--- config.mk ---
export PLATFORM = sky130hd
export DESIGN_NAME = mic_irq_wave_top
export DESIGN_NICKNAME = d
export VERILOG_FILES = /design/src/design/mic_pkg.sv /design/src/design/mic_irq_wave_top.sv /design/src/design/mic_wave_sampler.sv
export SDC_FILE = /design/constraint.sdc
export NUM_CORES = 1
export LEC_CHECK = 0
export ABC_AREA = 1
export BUFFER_PORTS_ARGS = -buffer_cell sky130_fd_sc_hd__buf_4
export CORE_AREA = 2 2 86 88
export CTS_BUF_LIST = sky130_fd_sc_hd__clkbuf_4 sky130_fd_sc_hd__clkbuf_8
export DETAILED_ROUTE_END_ITERATION = 10
export DIE_AREA = 0 0 88 90
export GPL_ROUTABILITY_DRIVEN = 0
export PLACE_DENSITY = 0.86
export SYNTH_ARGS = -nofsm -noshare
export SYNTH_HDL_FRONTEND = slang
export SYNTH_SLANG_ARGS = --single-unit
--- constraint.sdc ---
create_clock -name core_clk_in -period 4 [get_ports core_clk_in]
set_input_delay 0.2 -clock core_clk_in [delete_from_list [all_inputs] [get_ports core_clk_in]]
set_output_delay 0.2 -clock core_clk_in [all_outputs]
set_load 0.05 [all_outputs]
--- src/design/mic_pkg.sv ---
// constants shared by the metering interrupt and waveform config logic
// assumes one master clock; registers reached through the serial port's decoded access strobes
`default_nettype none
package mic_pkg;
   // register addresses, as carried in the serial communications word
   localparam logic [4:0]  ADDR_IRQ_MASK      = 5'h03;
   localparam logic [4:0]  ADDR_FLAGS         = 5'h04;
   localparam logic [4:0]  ADDR_FLAGS_CLR     = 5'h05;
   localparam logic [4:0]  ADDR_CONFIG        = 5'h06;
   // flag positions, shared by status, clear-on-read status and mask
   localparam int          BIT_HALF_FULL      = 0;
   localparam int          BIT_SAG            = 1;
   localparam int          BIT_WAVEFORM_SAMPLE_FLAG           = 3;
   localparam int          BIT_ZX             = 4;
   localparam int          BIT_TEMP           = 5;
   localparam int          BIT_OVERFLOW       = 7;
   localparam logic [7:0]  FLAG_VALID         = 8'hbb;
   // operating_config fields
   localparam int          CFG_CAL_BIT        = 7;
   localparam int          CFG_RATE_LSB       = 11;
   localparam int          CFG_SRC_LSB        = 13;
   localparam int          CFG_TEST_BIT       = 15;
   // reset values
   localparam logic [15:0] CONFIG_RESET       = 16'h0000;
   localparam logic [7:0]  MASK_RESET         = 8'h00;
   localparam logic [7:0]  FLAGS_RESET        = 8'h00;
   // waveform rate: master clock / (RATE_BASE_DIV << sample_rate_sel)
   localparam int          RATE_BASE_DIV      = 128;
   localparam int          RATE_CNT_W         = 10;
   // waveform_source_sel codes
   localparam logic [1:0]  SRC_POWER_LOWPASS  = 2'h0;
   localparam logic [1:0]  SRC_RESERVED       = 2'h1;
   localparam logic [1:0]  SRC_CHANNEL1       = 2'h2;
   localparam logic [1:0]  SRC_CHANNEL2       = 2'h3;
endpackage : mic_pkg
`default_nettype wire

--- src/design/mic_irq_wave_top.sv ---
// interrupt flags, mask, open-drain request and operating_config register
// assumes event inputs come from datapath logic on the master clock, one-cycle pulses
// except energy_msb_in and zero_cross_in, which are levels
`default_nettype none
module mic_irq_wave_top #(
   parameter int DATA_W = 20
) (
   input  wire logic              core_clk_in,
   input  wire logic              rst_n_in,
   input  wire logic [4:0]        reg_addr_in,
   input  wire logic              reg_wr_in,
   input  wire logic              reg_rd_in,
   input  wire logic [15:0]       reg_wdata_in,
   output logic      [15:0]       reg_rdata_out,
   input  wire logic              energy_msb_in,
   input  wire logic              energy_overflow_in,
   input  wire logic              sag_event_in,
   input  wire logic              no_zero_cross_in,
   input  wire logic              cal_integration_done_in,
   input  wire logic              zero_cross_in,
   input  wire logic              temp_result_ready_in,
   input  wire logic [DATA_W-1:0] power_lowpass_in,
   input  wire logic [DATA_W-1:0] channel1_in,
   input  wire logic [DATA_W-1:0] channel2_in,
   output logic      [DATA_W-1:0] waveform_out,
   output logic      [15:0]       operating_config_out,
   output logic                   factory_test_out,
   output logic                   irq_n_out,
   output logic                   irq_n_oe_out
);
   typedef struct packed {
      logic [15:0] config_reg;
      logic [7:0]  mask;
      logic [7:0]  flags;
      logic        msb_prev;
      logic [15:0] rdata;
      logic        irq_drive;
   } mic_state_type;

   mic_state_type s_q, s_d;
   logic          wave_strobe;
   logic [7:0]    set_vec;

   mic_wave_sampler #(
      .DATA_W (DATA_W)
   ) u_wave (
      .core_clk_in            (core_clk_in),
      .rst_n_in               (rst_n_in),
      .sample_rate_sel_in     (s_q.config_reg[mic_pkg::CFG_RATE_LSB +: 2]),
      .waveform_source_sel_in (s_q.config_reg[mic_pkg::CFG_SRC_LSB +: 2]),
      .power_lowpass_in       (power_lowpass_in),
      .channel1_in            (channel1_in),
      .channel2_in            (channel2_in),
      .waveform_out           (waveform_out),
      .sample_strobe_out      (wave_strobe)
   );

   // event sources, independent of the mask
   always_comb begin
      set_vec = 8'h00;
      set_vec[mic_pkg::BIT_HALF_FULL] = energy_msb_in & ~s_q.msb_prev;
      set_vec[mic_pkg::BIT_SAG]       = sag_event_in | no_zero_cross_in
                                        | (cal_integration_done_in & s_q.config_reg[mic_pkg::CFG_CAL_BIT]);
      set_vec[mic_pkg::BIT_WAVEFORM_SAMPLE_FLAG]      = wave_strobe;
      set_vec[mic_pkg::BIT_TEMP]      = temp_result_ready_in;
      set_vec[mic_pkg::BIT_OVERFLOW]  = energy_overflow_in;
   end

   always_comb begin
      logic [7:0] clr;
      clr = 8'h00;
      s_d = s_q;
      s_d.rdata = 16'h0000;
      s_d.msb_prev = energy_msb_in;
      if (reg_rd_in) begin
         unique case (reg_addr_in)
            mic_pkg::ADDR_IRQ_MASK:  s_d.rdata = {8'h00, s_q.mask};
            mic_pkg::ADDR_FLAGS:     s_d.rdata = {8'h00, s_q.flags};
            mic_pkg::ADDR_FLAGS_CLR: begin
               s_d.rdata = {8'h00, s_q.flags};
               clr = 8'hff;
            end
            mic_pkg::ADDR_CONFIG:    s_d.rdata = s_q.config_reg;
            default:                 s_d.rdata = 16'h0000;
         endcase
      end
      if (reg_wr_in) begin
         if (reg_addr_in == mic_pkg::ADDR_IRQ_MASK) begin
            s_d.mask = reg_wdata_in[7:0] & mic_pkg::FLAG_VALID;
         end
         if (reg_addr_in == mic_pkg::ADDR_CONFIG) begin
            s_d.config_reg = reg_wdata_in;
         end
      end
      // a new event in the clearing cycle survives the clear
      s_d.flags = ((s_q.flags & ~clr) | set_vec) & mic_pkg::FLAG_VALID;
      s_d.flags[mic_pkg::BIT_ZX] = zero_cross_in;
      // same positions in flags and mask, so a plain AND pairs them
      s_d.irq_drive = |(s_d.flags & s_d.mask);
   end

   always_ff @(posedge core_clk_in) begin
      if (!rst_n_in) begin
         s_q.config_reg <= mic_pkg::CONFIG_RESET;
         s_q.mask       <= mic_pkg::MASK_RESET;
         s_q.flags      <= mic_pkg::FLAGS_RESET;
         s_q.msb_prev   <= 1'b0;
         s_q.rdata      <= 16'h0000;
         s_q.irq_drive  <= 1'b0;
      end else begin
         s_q <= s_d;
      end
   end

   assign reg_rdata_out        = s_q.rdata;
   assign operating_config_out = s_q.config_reg;
   assign factory_test_out     = s_q.config_reg[mic_pkg::CFG_TEST_BIT];
   // open drain: the pad only ever pulls low, the enable carries the request
   assign irq_n_out            = 1'b0;
   assign irq_n_oe_out         = s_q.irq_drive;

   a_irq_follows: assert property (@(posedge core_clk_in) disable iff (!rst_n_in)
      irq_n_oe_out == |(s_q.flags & s_q.mask))
      else $error("irq drive disagrees with flags and mask");
   a_half_full: assert property (@(posedge core_clk_in) disable iff (!rst_n_in)
      (energy_msb_in && !s_q.msb_prev) |=> s_q.flags[mic_pkg::BIT_HALF_FULL])
      else $error("half full flag not set on msb rise");
   a_sag_set: assert property (@(posedge core_clk_in) disable iff (!rst_n_in)
      (sag_event_in || no_zero_cross_in) |=> s_q.flags[mic_pkg::BIT_SAG])
      else $error("sag flag not set");
   a_cal_done: assert property (@(posedge core_clk_in) disable iff (!rst_n_in)
      (cal_integration_done_in && s_q.config_reg[mic_pkg::CFG_CAL_BIT]) |=> s_q.flags[mic_pkg::BIT_SAG])
      else $error("calibration end not flagged");
   a_sample_flag: assert property (@(posedge core_clk_in) disable iff (!rst_n_in)
      wave_strobe |=> s_q.flags[mic_pkg::BIT_WAVEFORM_SAMPLE_FLAG])
      else $error("sample flag not set");
   a_zx_follow: assert property (@(posedge core_clk_in) disable iff (!rst_n_in)
      ##1 s_q.flags[mic_pkg::BIT_ZX] == $past(zero_cross_in))
      else $error("zero cross flag does not follow");
   a_temp_unmasked: assert property (@(posedge core_clk_in) disable iff (!rst_n_in)
      (temp_result_ready_in && s_q.mask == 8'h00 && !reg_wr_in) |=> (s_q.flags[mic_pkg::BIT_TEMP] && !irq_n_oe_out))
      else $error("temperature flag not set while masked");
   a_overflow_set: assert property (@(posedge core_clk_in) disable iff (!rst_n_in)
      energy_overflow_in |=> s_q.flags[mic_pkg::BIT_OVERFLOW])
      else $error("overflow flag not set");
   a_clear_read: assert property (@(posedge core_clk_in) disable iff (!rst_n_in)
      (reg_rd_in && reg_addr_in == mic_pkg::ADDR_FLAGS_CLR && set_vec == 8'h00)
      |=> (reg_rdata_out[7:0] == $past(s_q.flags) && (s_q.flags & 8'hef) == 8'h00))
      else $error("clear on read failed");
   a_plain_read: assert property (@(posedge core_clk_in) disable iff (!rst_n_in)
      (reg_rd_in && reg_addr_in == mic_pkg::ADDR_FLAGS)
      |=> ((s_q.flags & 8'hef) == (($past(s_q.flags) | $past(set_vec)) & 8'hef)))
      else $error("plain status read changed flags");
   a_test_bit: assert property (@(posedge core_clk_in) disable iff (!rst_n_in)
      (reg_wr_in && reg_addr_in == mic_pkg::ADDR_CONFIG) |=> factory_test_out == $past(reg_wdata_in[15]))
      else $error("test bit not stored");
   a_config_store: assert property (@(posedge core_clk_in) disable iff (!rst_n_in)
      (reg_wr_in && reg_addr_in == mic_pkg::ADDR_CONFIG) |=> operating_config_out == $past(reg_wdata_in))
      else $error("config word not stored");
   a_mask_store: assert property (@(posedge core_clk_in) disable iff (!rst_n_in)
      (reg_wr_in && reg_addr_in == mic_pkg::ADDR_IRQ_MASK)
      |=> s_q.mask == ($past(reg_wdata_in[7:0]) & mic_pkg::FLAG_VALID))
      else $error("mask not stored in flag layout");
   // unused positions stay zero in both, so the pairing AND never sees a stray bit
   a_unused_zero: assert property (@(posedge core_clk_in) disable iff (!rst_n_in)
      (s_q.flags & ~mic_pkg::FLAG_VALID) == 8'h00 && (s_q.mask & ~mic_pkg::FLAG_VALID) == 8'h00)
      else $error("unused flag or mask bit set");
   a_plain_data: assert property (@(posedge core_clk_in) disable iff (!rst_n_in)
      (reg_rd_in && reg_addr_in == mic_pkg::ADDR_FLAGS) |=> reg_rdata_out == {8'h00, $past(s_q.flags)})
      else $error("plain status read returned wrong flags");

   // flags only fall through a clearing read; bit 4 is a level and is left out
   a_flags_sticky: assert property (@(posedge core_clk_in) disable iff (!rst_n_in)
      !(reg_rd_in && reg_addr_in == mic_pkg::ADDR_FLAGS_CLR)
      |=> (($past(s_q.flags) & ~s_q.flags) & 8'hef) == 8'h00)
      else $error("flag dropped without clearing read");
   a_set_wins: assert property (@(posedge core_clk_in) disable iff (!rst_n_in)
      (reg_rd_in && reg_addr_in == mic_pkg::ADDR_FLAGS_CLR && temp_result_ready_in)
      |=> s_q.flags[mic_pkg::BIT_TEMP])
      else $error("event lost to clearing read");
   a_cal_off: assert property (@(posedge core_clk_in) disable iff (!rst_n_in)
      (cal_integration_done_in && !s_q.config_reg[mic_pkg::CFG_CAL_BIT] && !sag_event_in
       && !no_zero_cross_in && !reg_rd_in)
      |=> s_q.flags[mic_pkg::BIT_SAG] == $past(s_q.flags[mic_pkg::BIT_SAG]))
      else $error("calibration end flagged outside calibration mode");

   // a mask write in the same cycle would move the target, so it is excluded
   a_irq_raise: assert property (@(posedge core_clk_in) disable iff (!rst_n_in)
      (temp_result_ready_in && s_q.mask[mic_pkg::BIT_TEMP] && !reg_wr_in) |=> irq_n_oe_out)
      else $error("enabled event did not raise irq");
   // zero cross is a live level, so an enabled bit 4 may keep the line low
   a_irq_release: assert property (@(posedge core_clk_in) disable iff (!rst_n_in)
      (reg_rd_in && reg_addr_in == mic_pkg::ADDR_FLAGS_CLR && !reg_wr_in && (set_vec & s_q.mask) == 8'h00
       && !(zero_cross_in && s_q.mask[mic_pkg::BIT_ZX]))
      |=> !irq_n_oe_out)
      else $error("irq held after clearing read");

   c_irq_raised: cover property (@(posedge core_clk_in) disable iff (!rst_n_in) $rose(irq_n_oe_out));
   c_irq_cleared: cover property (@(posedge core_clk_in) disable iff (!rst_n_in)
      (reg_rd_in && reg_addr_in == mic_pkg::ADDR_FLAGS_CLR && irq_n_oe_out) ##1 !irq_n_oe_out);
   c_cal_done: cover property (@(posedge core_clk_in) disable iff (!rst_n_in)
      cal_integration_done_in && s_q.config_reg[mic_pkg::CFG_CAL_BIT]);
   c_set_during_clear: cover property (@(posedge core_clk_in) disable iff (!rst_n_in)
      reg_rd_in && reg_addr_in == mic_pkg::ADDR_FLAGS_CLR && temp_result_ready_in);
endmodule : mic_irq_wave_top
`default_nettype wire

--- src/design/mic_wave_sampler.sv ---
// waveform register: rate divider and source selection
// assumes sample inputs are on the master clock domain
`default_nettype none
module mic_wave_sampler #(
   parameter int DATA_W = 20
) (
   input  wire logic              core_clk_in,
   input  wire logic              rst_n_in,
   input  wire logic [1:0]        sample_rate_sel_in,
   input  wire logic [1:0]        waveform_source_sel_in,
   input  wire logic [DATA_W-1:0] power_lowpass_in,
   input  wire logic [DATA_W-1:0] channel1_in,
   input  wire logic [DATA_W-1:0] channel2_in,
   output logic      [DATA_W-1:0] waveform_out,
   output logic                   sample_strobe_out
);
   typedef struct packed {
      logic [mic_pkg::RATE_CNT_W-1:0] cnt;
      logic [DATA_W-1:0]              wave;
      logic                           strobe;
   } mic_wave_state_type;

   mic_wave_state_type s_q, s_d;
   logic [mic_pkg::RATE_CNT_W-1:0] terminal;

   // 128/256/512/1024 master clocks per sample
   assign terminal = mic_pkg::RATE_CNT_W'((mic_pkg::RATE_BASE_DIV << sample_rate_sel_in) - 1);

   always_comb begin
      s_d = s_q;
      s_d.strobe = 1'b0;
      // >= so a faster rate picked mid-period does not wrap the counter
      if (s_q.cnt >= terminal) begin
         s_d.cnt = '0;
         s_d.strobe = 1'b1;
         unique case (waveform_source_sel_in)
            mic_pkg::SRC_POWER_LOWPASS: s_d.wave = power_lowpass_in;
            mic_pkg::SRC_CHANNEL1:      s_d.wave = channel1_in;
            mic_pkg::SRC_CHANNEL2:      s_d.wave = channel2_in;
            mic_pkg::SRC_RESERVED:      s_d.wave = '0;
         endcase
      end else begin
         s_d.cnt = s_q.cnt + 1'b1;
      end
   end

   always_ff @(posedge core_clk_in) begin
      if (!rst_n_in) begin
         s_q <= '0;
      end else begin
         s_q <= s_d;
      end
   end

   assign waveform_out      = s_q.wave;
   assign sample_strobe_out = s_q.strobe;

   // helper: cycles since last strobe, and whether the rate moved meanwhile
   logic [mic_pkg::RATE_CNT_W:0] gap_q;
   logic                         rate_moved_q;
   logic [1:0]                   rate_prev_q;
   always_ff @(posedge core_clk_in) begin
      if (!rst_n_in) begin
         gap_q        <= '0;
         rate_moved_q <= 1'b1;
         rate_prev_q  <= 2'h0;
      end else begin
         rate_prev_q <= sample_rate_sel_in;
         gap_q       <= s_q.strobe ? (mic_pkg::RATE_CNT_W+1)'(1) : gap_q + 1'b1;
         rate_moved_q <= s_q.strobe ? 1'b0 : (rate_moved_q | (rate_prev_q != sample_rate_sel_in));
      end
   end

   a_rate_period: assert property (@(posedge core_clk_in) disable iff (!rst_n_in)
      (s_q.strobe && !rate_moved_q && rate_prev_q == sample_rate_sel_in && gap_q != 0)
      |-> (gap_q == (mic_pkg::RATE_CNT_W+1)'(mic_pkg::RATE_BASE_DIV << sample_rate_sel_in)))
      else $error("waveform strobe period wrong");
   a_source_ch1: assert property (@(posedge core_clk_in) disable iff (!rst_n_in)
      (s_q.cnt >= terminal && waveform_source_sel_in == mic_pkg::SRC_CHANNEL1)
      |=> (s_q.strobe && waveform_out == $past(channel1_in)))
      else $error("channel 1 sample not loaded");
   a_source_power: assert property (@(posedge core_clk_in) disable iff (!rst_n_in)
      (s_q.cnt >= terminal && waveform_source_sel_in == mic_pkg::SRC_POWER_LOWPASS)
      |=> (waveform_out == $past(power_lowpass_in)))
      else $error("power sample not loaded");
   c_slow_rate: cover property (@(posedge core_clk_in) disable iff (!rst_n_in)
      s_q.strobe && sample_rate_sel_in == 2'h3 && gap_q == 11'h400);
endmodule : mic_wave_sampler
`default_nettype wire

==> run_results.csv, run 1 <==
group,metric,value,unit
min_path,hold_path_depth,3,
synthesis,synthSimpleGateAreaFrac,30.1,%
synthesis,syn_area,0.00369,mm^2
synthesis,ys_seq_elements,77,
sta,hold_viol_final,0,
synthesis,synthMuxAreaShare,0,%
sta,grt_setup_unrepaired,"false",
sta,fin_skew,0.0144,ns
finish,post-route-util,66.0,%
global_routing,grt_max_degree,39,
finish,synthToLayoutAreaGrowth,25.5,%
synthesis,yosys.area_share.xor_xnor,1.66,%
critical_path,arrival,2.41,ns
floorplanning,die-area,0.00792,mm^2
global_routing,grt_pass1_wl,14400,um
synthesis,synth_cells,515,
sta,timing.max_slew.rel_slack,16.7,%
detailed_routing,wl_per_cell,12.5,um
sta,finalCriticalPeriod,2.13,ns
global_routing,grt_pass1_vias,3337,
finish,diodes,0,
power_and_ir_drop,vdd_ir_drop_max,0.202,mV
cts,cts_tree,"built",
synthesis,ys_types,29,
critical_path,path_buf_inv,1,
critical_path,crit_slowest_cell,"nor2_2",
critical_path,crit_required,4.27,ns
critical_path,start_kind,"flop",
cts,ctsResizeCount,0,
cts,cts_buffers,9,
critical_path,crit_fanout,22,
finish,final_common_cell,"nand2_1",
detailed_routing,drc,0,
critical_path,reg2reg_depth,10,
power_and_ir_drop,p_leak,2.26,nW
finish,final_cells,699,
status,outcome,"finished, final reports clean",
floorplanning,rows,31,
global_routing,grt_usage,22.4,%
sta,setup_violations,0,
sta,setup_tns,0,ns
critical_path,cp_cell_sequence,"nand2_1, ha_1, nand4_1, nor2_1, nand2_1, nand2_1, inv_2, nor2_2, nand2_1, nand2_1",
finish,multi_input_area,0.00148,mm^2
synthesis,synth_top_family_by_area,"simple AND/OR/NAND/NOR gates",
sta,clock.fmax,0.468,GHz
synthesis,synth-compound-area-share,6.95,%
critical_path,crit_family,"simple AND/OR/NAND/NOR gates",
power_and_ir_drop,pwr_density_cell,352,mW/mm^2
floorplanning,start_util,52.6,%
synthesis,ys_seq_area_share,41.8,%
synthesis,avgSynthCellArea,7.17,um^2
finish,final_cell_mix,"nand2_1 (158), buf_4 (145), dfxtp_1 (77)",
detailed_routing,routed_wl,8720,um
critical_path,max_stage_delay,0.60,ns
synthesis,synth_warnings,0,
sta,slew_viol_final,0,
global_routing,antenna_found_initial,0,
cts,postCtsHoldBufs,0,
critical_path,timing_worst_setup_path_type,"flop to flop",
sta,period_share,53.4,%
finish,nets,691,
global_routing,gr-total-overflow,0,
job,max-cap-violations,0,
cts,h-tree-depth,3,
synthesis,syn_nets,611,
critical_path,path_common_cell,"nand2_1",
synthesis,synth_adder_area_share,1.36,%
floorplanning,boundaryPins,147,
critical_path,end_kind,"flop",
cts,clkTransAtPathRegs,0.08,ns
detailed_routing,vias,3476,
detailed_routing,drt_first_pass_iters,4,
cts,clkLatencyLatePin,0.33,ns
finish,num-fill-cells,593,
finish,seqCellArea,0.00154,mm^2
placement,portBuffers,145,
placement,post-dp-hpwl,6550,um
detailed_routing,drt_iter0_drc,166,
power_and_ir_drop,power,1.63,mW
critical_path,path_depth,10,
cts,clock_sinks,77,
min_path,hold_class,"input pin to flop",
detailed_routing,ant_nets,0,
finish,layout-drive-gt1-share,28.7,%
floorplanning,fp.dieW,88,um
detailed_routing,viasPerCell,4.97,
cts,cts_buffer_depth,2,
floorplanning,fp.coreArea,0.00702,mm^2
floorplanning,die_h,90,um
cts,post_cts_buffers,0,
sta,worst-slew-pin-transition,1.24,ns
placement,dp.cells,683,
cts,root_buffer,"clkbuf_8",
-- registers in the layout, summed over array words and instances, names as in the netlist --
register                  count
s_q                          13
u_wave.waveform_out          20
u_wave.s_q                   10
irq_n_oe_out                  1
u_wave.sample_strobe_out      1
operating_config_out         16
reg_rdata_out                16
-- stage by stage --
step | instance area, um^2 | setup slack, ns | hold slack [ns]
5_1_grt | 4630 | 1.60 | 0.0401
2_1_floorplan | 3690 | 2.49 | 0.293
4_1_cts | 4630 | 1.81 | 0.0471
3_3_place_gp | 4390 | 1.99 | 0.395
3_5_place_dp | 4390 | 1.83 | 0.398
6_report | 4630 | 1.87 | 0.0594
-- worst min-delay path: cells and delay by family --
family                 cells  cell delay, ns
and+or+nand+nor            1            0.04
buffers and inverters      2            0.12
-- worst paths after layout --
| path | startpoint | endpoint | slack (ns) |
|---|---|---|---|
| worst max-delay path | operating_config_out[11] | u_wave.waveform_out[10] | 1.87 |
| worst min-delay path | energy_msb_in | s_q[17] | 0.06 |
| worst max register to register | operating_config_out[11] | u_wave.waveform_out[10] | 1.87 |
| worst min register to register | u_wave.s_q[21] | u_wave.s_q[21] | 0.45 |
-- synthesized netlist by cell type (all sizes together) --
| cell | number | area [um^2] |
|---|---|---|
| xnor2 | 2 | 17.5 |
| nand2 | 162 | 618 |
| o21ai | 16 | 80.1 |
| o211ai | 2 | 15.0 |
| clkinv | 1 | 5.00 |
| a21oi | 27 | 135 |
| ha | 4 | 50.1 |
| nor3b | 1 | 7.51 |
| nor2 | 26 | 110 |
| nand4 | 8 | 50.1 |
| inv | 39 | 146 |
| clkbuf | 10 | 37.5 |
| a21o | 1 | 7.51 |
| nand3 | 54 | 275 |
| buf | 66 | 478 |
| nor3 | 10 | 50.1 |
| dfxtp | 77 | 1540 |
| a31oi | 3 | 18.8 |
| xor2 | 5 | 43.8 |
| conb | 1 | 3.75 |
-- layer usage --
| metal | routed length (um) | track usage, % |
|---|---|---|
| met1 | 3560 | 26.1 |
| met2 | 4280 | 38.8 |
| met3 | 698 | 5.14 |
| met5 | 0 | 0 |
| met4 | 182 | 9.10 |
-- final cells by class --
cell class	count	share of cell area (%)
clock buffers	10	2.84
clock inverters	6	2.40
inverters	40	3.27
multi-input cells	322	32.0
flip-flops and latches	77	33.3
well taps	99	2.67
repair buffers	145	23.5
-- where the power goes --
group / leakage (nW) / switching, mW / internal [mW]
clock: 0.120 / 0.278 / 0.422
sequential: 0.623 / 0.00582 / 0.775
combinational: 1.51 / 0.0718 / 0.0779
total: 2.26 / 0.355 / 1.28
-- cell families (layout without fill, tap and decap cells) --
kind of cell | after synthesis | after routing
fa+ha+maj | 4 | 4
simple gates | 261 | 261
flops | 77 | 77
buf+inv | 116 | 201
other cells | 1 | 1
compound gates | 49 | 49
xor+xnor | 7 | 7
No activity file was read; power rests on OpenSTA's default activity.
==> inputs of run 2 (changes only) <==
- ABC_AREA: 1 -> 0
- CORE_AREA: 2 2 86 88 -> 2 2 94 96
- DIE_AREA: 0 0 88 90 -> 0 0 96 98
- PLACE_DENSITY: 0.86 -> 0.77
- clock period: 4 -> 1.9 ns (I/O delays scaled with it)
==> run_results.csv, run 2 <==
group,metric,value,unit
power_and_ir_drop,vdd_ir_drop_max,0.472,mV
synthesis,synth_edf_count,0,
synthesis,synth_top_area_share,41.8,%
finish,synthToLayoutAreaGrowth,34.4,%
cts,post_cts_buffers,0,
floorplanning,fp.dieW,96,um
global_routing,gr-total-overflow,0,
synthesis,ys_types,36,
sta,whs,0.0203,ns
detailed_routing,vias,3153,
synthesis,syn_area,0.00369,mm^2
sta,clock.fmax,0.561,GHz
placement,place_area,0.00452,mm^2
floorplanning,die-area,0.00941,mm^2
synthesis,synth.area.top_cells,"dfxtp_1 (42%), buf_4 (12%), nor2_1 (7.1%)",
finish,num-fill-cells,711,
critical_path,rr_endpoint,"u_wave.waveform_out[16]",
cts,clkTransAtPathRegs,0.08,ns
synthesis,synth_flop_cell,"dfxtp_1",
sta,hold_viol_final,0,
detailed_routing,wl_per_cell,13.8,um
detailed_routing,ant_nets,0,
synthesis,synth_cells,414,
synthesis,synthArstFlopShare,0,%
finish,nets,623,
synthesis,ys_seq_elements,77,
sta,setup_violations,0,
min_path,hold_path_depth,3,
power_and_ir_drop,pwr_density_cell,681,mW/mm^2
detailed_routing,drc,0,
critical_path,r2r_slack,0.12,ns
power_and_ir_drop,power,3.38,mW
sta,timing.max_slew.rel_slack,59.5,%
critical_path,end_kind,"flop",
global_routing,antenna_found_initial,0,
finish,diodes,0,
synthesis,syn_nets,510,
floorplanning,rows,34,
detailed_routing,drt_iter0_drc,126,
cts,cts_buffer_depth,2,
global_routing,grt_pass1_wl,13200,um
synthesis,ys_top_cells_by_count,"dfxtp_1 (77), nor2_1 (70), buf_4 (57)",
cts,cts_buffers,9,
global_routing,grt_pass1_vias,2983,
power_and_ir_drop,p_leak,2.11,nW
floorplanning,boundaryPins,147,
sta,period_share,93.9,%
status,outcome,"finished, final reports clean",
sta,worst-slew-pin-transition,0.607,ns
job,max-cap-violations,0,
synthesis,avgSynthCellArea,8.91,um^2
detailed_routing,routed_wl,8840,um
global_routing,grt_usage,17.8,%
placement,post-dp-hpwl,6590,um
floorplanning,fp.coreArea,0.00847,mm^2
min_path,hold_class,"input pin to flop",
min_path,min_from,"reg_wdata_in[14]",
finish,largest_register_ff_count,20,
critical_path,crit_required,2.17,ns
finish,layout-drive-gt1-share,38.0,%
sta,slew_viol_final,0,
cts,root_buffer,"clkbuf_8",
placement,portBuffers,145,
finish,final_cell_mix,"buf_4 (157), dfxtp_1 (77), nor2_1 (70)",
finish,final_area,0.00496,mm^2
critical_path,worstReg2RegStart,"u_wave.s_q[21]",
synthesis,synth_warnings,0,
critical_path,reg2reg_depth,7,
cts,clkLatencyLatePin,0.34,ns
sta,setup_tns,0,ns
sta,fin_skew,0.00659,ns
finish,final_common_cell,"buf_4",
cts,h-tree-depth,3,
sta,finalCriticalPeriod,1.78,ns
floorplanning,start_util,43.6,%
critical_path,start_kind,"flop",
floorplanning,die_h,98,um
critical_path,arrival,2.05,ns
synthesis,yosysMostFrequentCell,"dfxtp_1",
sta,grt_setup_unrepaired,"true",
cts,cts_tree,"built",
synthesis,ys_seq_area_share,41.8,%
global_routing,grt_max_degree,35,
synthesis,synth_top_cell_by_area,"dfxtp_1",
detailed_routing,drt_first_pass_iters,5,
critical_path,crit_fanout,7,
min_path,min_to,"operating_config_out[14]",
critical_path,timing_worst_setup_path_type,"flop to flop",
detailed_routing,viasPerCell,4.93,
cts,clock_sinks,77,
run 2: cell count changes in the layout (fill, tap and decap cells not counted), sizes merged, moves of 14 or more:
cell,delta
a211oi,+20
a21oi,+15
and2,+16
buf,+14
dlygate4sd3,+18
inv,-34
mux2i,+26
nand2,-124
nand3,-49
nor2,+45
o21ai,-15
run 2: how the worst max path moves through the flow:
stage / slack, ns / cells past startpoint / end / start
4_1_cts: 0.11 / 7 / u_wave.waveform_out[12] / u_wave.s_q[21]
5_1_grt: 0.001 / 7 / u_wave.waveform_out[12] / u_wave.s_q[21]
2_1_floorplan: 0.34 / 7 / u_wave.s_q[23] / u_wave.s_q[21]
6_report: 0.12 / 7 / u_wave.waveform_out[16] / u_wave.s_q[21]
3_5_place_dp: 0.13 / 7 / u_wave.waveform_out[12] / u_wave.s_q[21]
3_3_place_gp: 0.23 / 7 / u_wave.waveform_out[19] / u_wave.s_q[21]
run 2: area by class of cell:
| type | instances | area (um^2) | share of cell area (%) |
|---|---|---|---|
| Clock inverter | 6 | 95.1 | 1.92 |
| Timing Repair Buffer | 178 | 1420 | 28.7 |
| Tap cell | 108 | 135 | 2.73 |
| Multi-Input combinational cell | 257 | 1610 | 32.4 |
| Clock buffer | 10 | 138 | 2.78 |
| Inverter | 4 | 15.0 | 0.303 |
| Sequential cell | 77 | 1540 | 31.1 |
run 2: metal layers:
layer | vias to the layer above | track usage, % | share of wire [%]
met5 | - | 0 | 0
li1 | 1573 | - | -
met4 | 0 | 6.26 | 1.3
met2 | 124 | 33.1 | 53
met1 | 1446 | 19.2 | 38
met3 | 10 | 4.32 | 7.4
run 2: critical path: stages (launching register included):
cell	delay [ns]
dfxtp_1	0.38
ha_1	0.22
and4_4	0.24
a41oi_2	0.15
o21ai_4	0.26
buf_4	0.22
nor2_1	0.06
a211oi_2	0.19
run 2: metrics by stage:
| stage | cells | worst slack (ns) | util (%) |
|---|---|---|---|
| floorplan | 414 | 0.336 | - |
| global placement | 605 | 0.232 | 53.3 |
| detailed placement | 605 | 0.131 | 53.3 |
| CTS | 638 | 0.113 | 58.1 |
| global route | 640 | 0.00133 | 58.5 |
| finish | 640 | 0.116 | 58.5 |
run 2: kinds of logic (layout without fill, tap and decap cells):
kind of cell | Yosys count | count (layout) | synth area share (%)
buffers and inverters | 80 | 198 | 14.7
DFF | 77 | 77 | 41.8
muxes | 26 | 26 | 7.06
other | 1 | 1 | 0.102
and+or+nand+nor | 141 | 141 | 16.8
adders and majority gates | 4 | 4 | 1.36
AOI/OAI and AO/OA | 77 | 77 | 16.3
xor gates and xnor gates | 8 | 8 | 1.90
run 2: what timing repair did:
action / in CTS / in global routing
endpoints found under the setup margin: 0 / 1
hold buffers: 17 / 1
gates resized for setup: 0 / 1
endpoints found under the hold margin: 17 / 1
run 2: report_power, final:
group	leakage [nW]	internal, mW	switching (mW)
registers	0.623	1.63	0.0133
logic	1.37	0.191	0.134
clock network	0.117	0.787	0.620
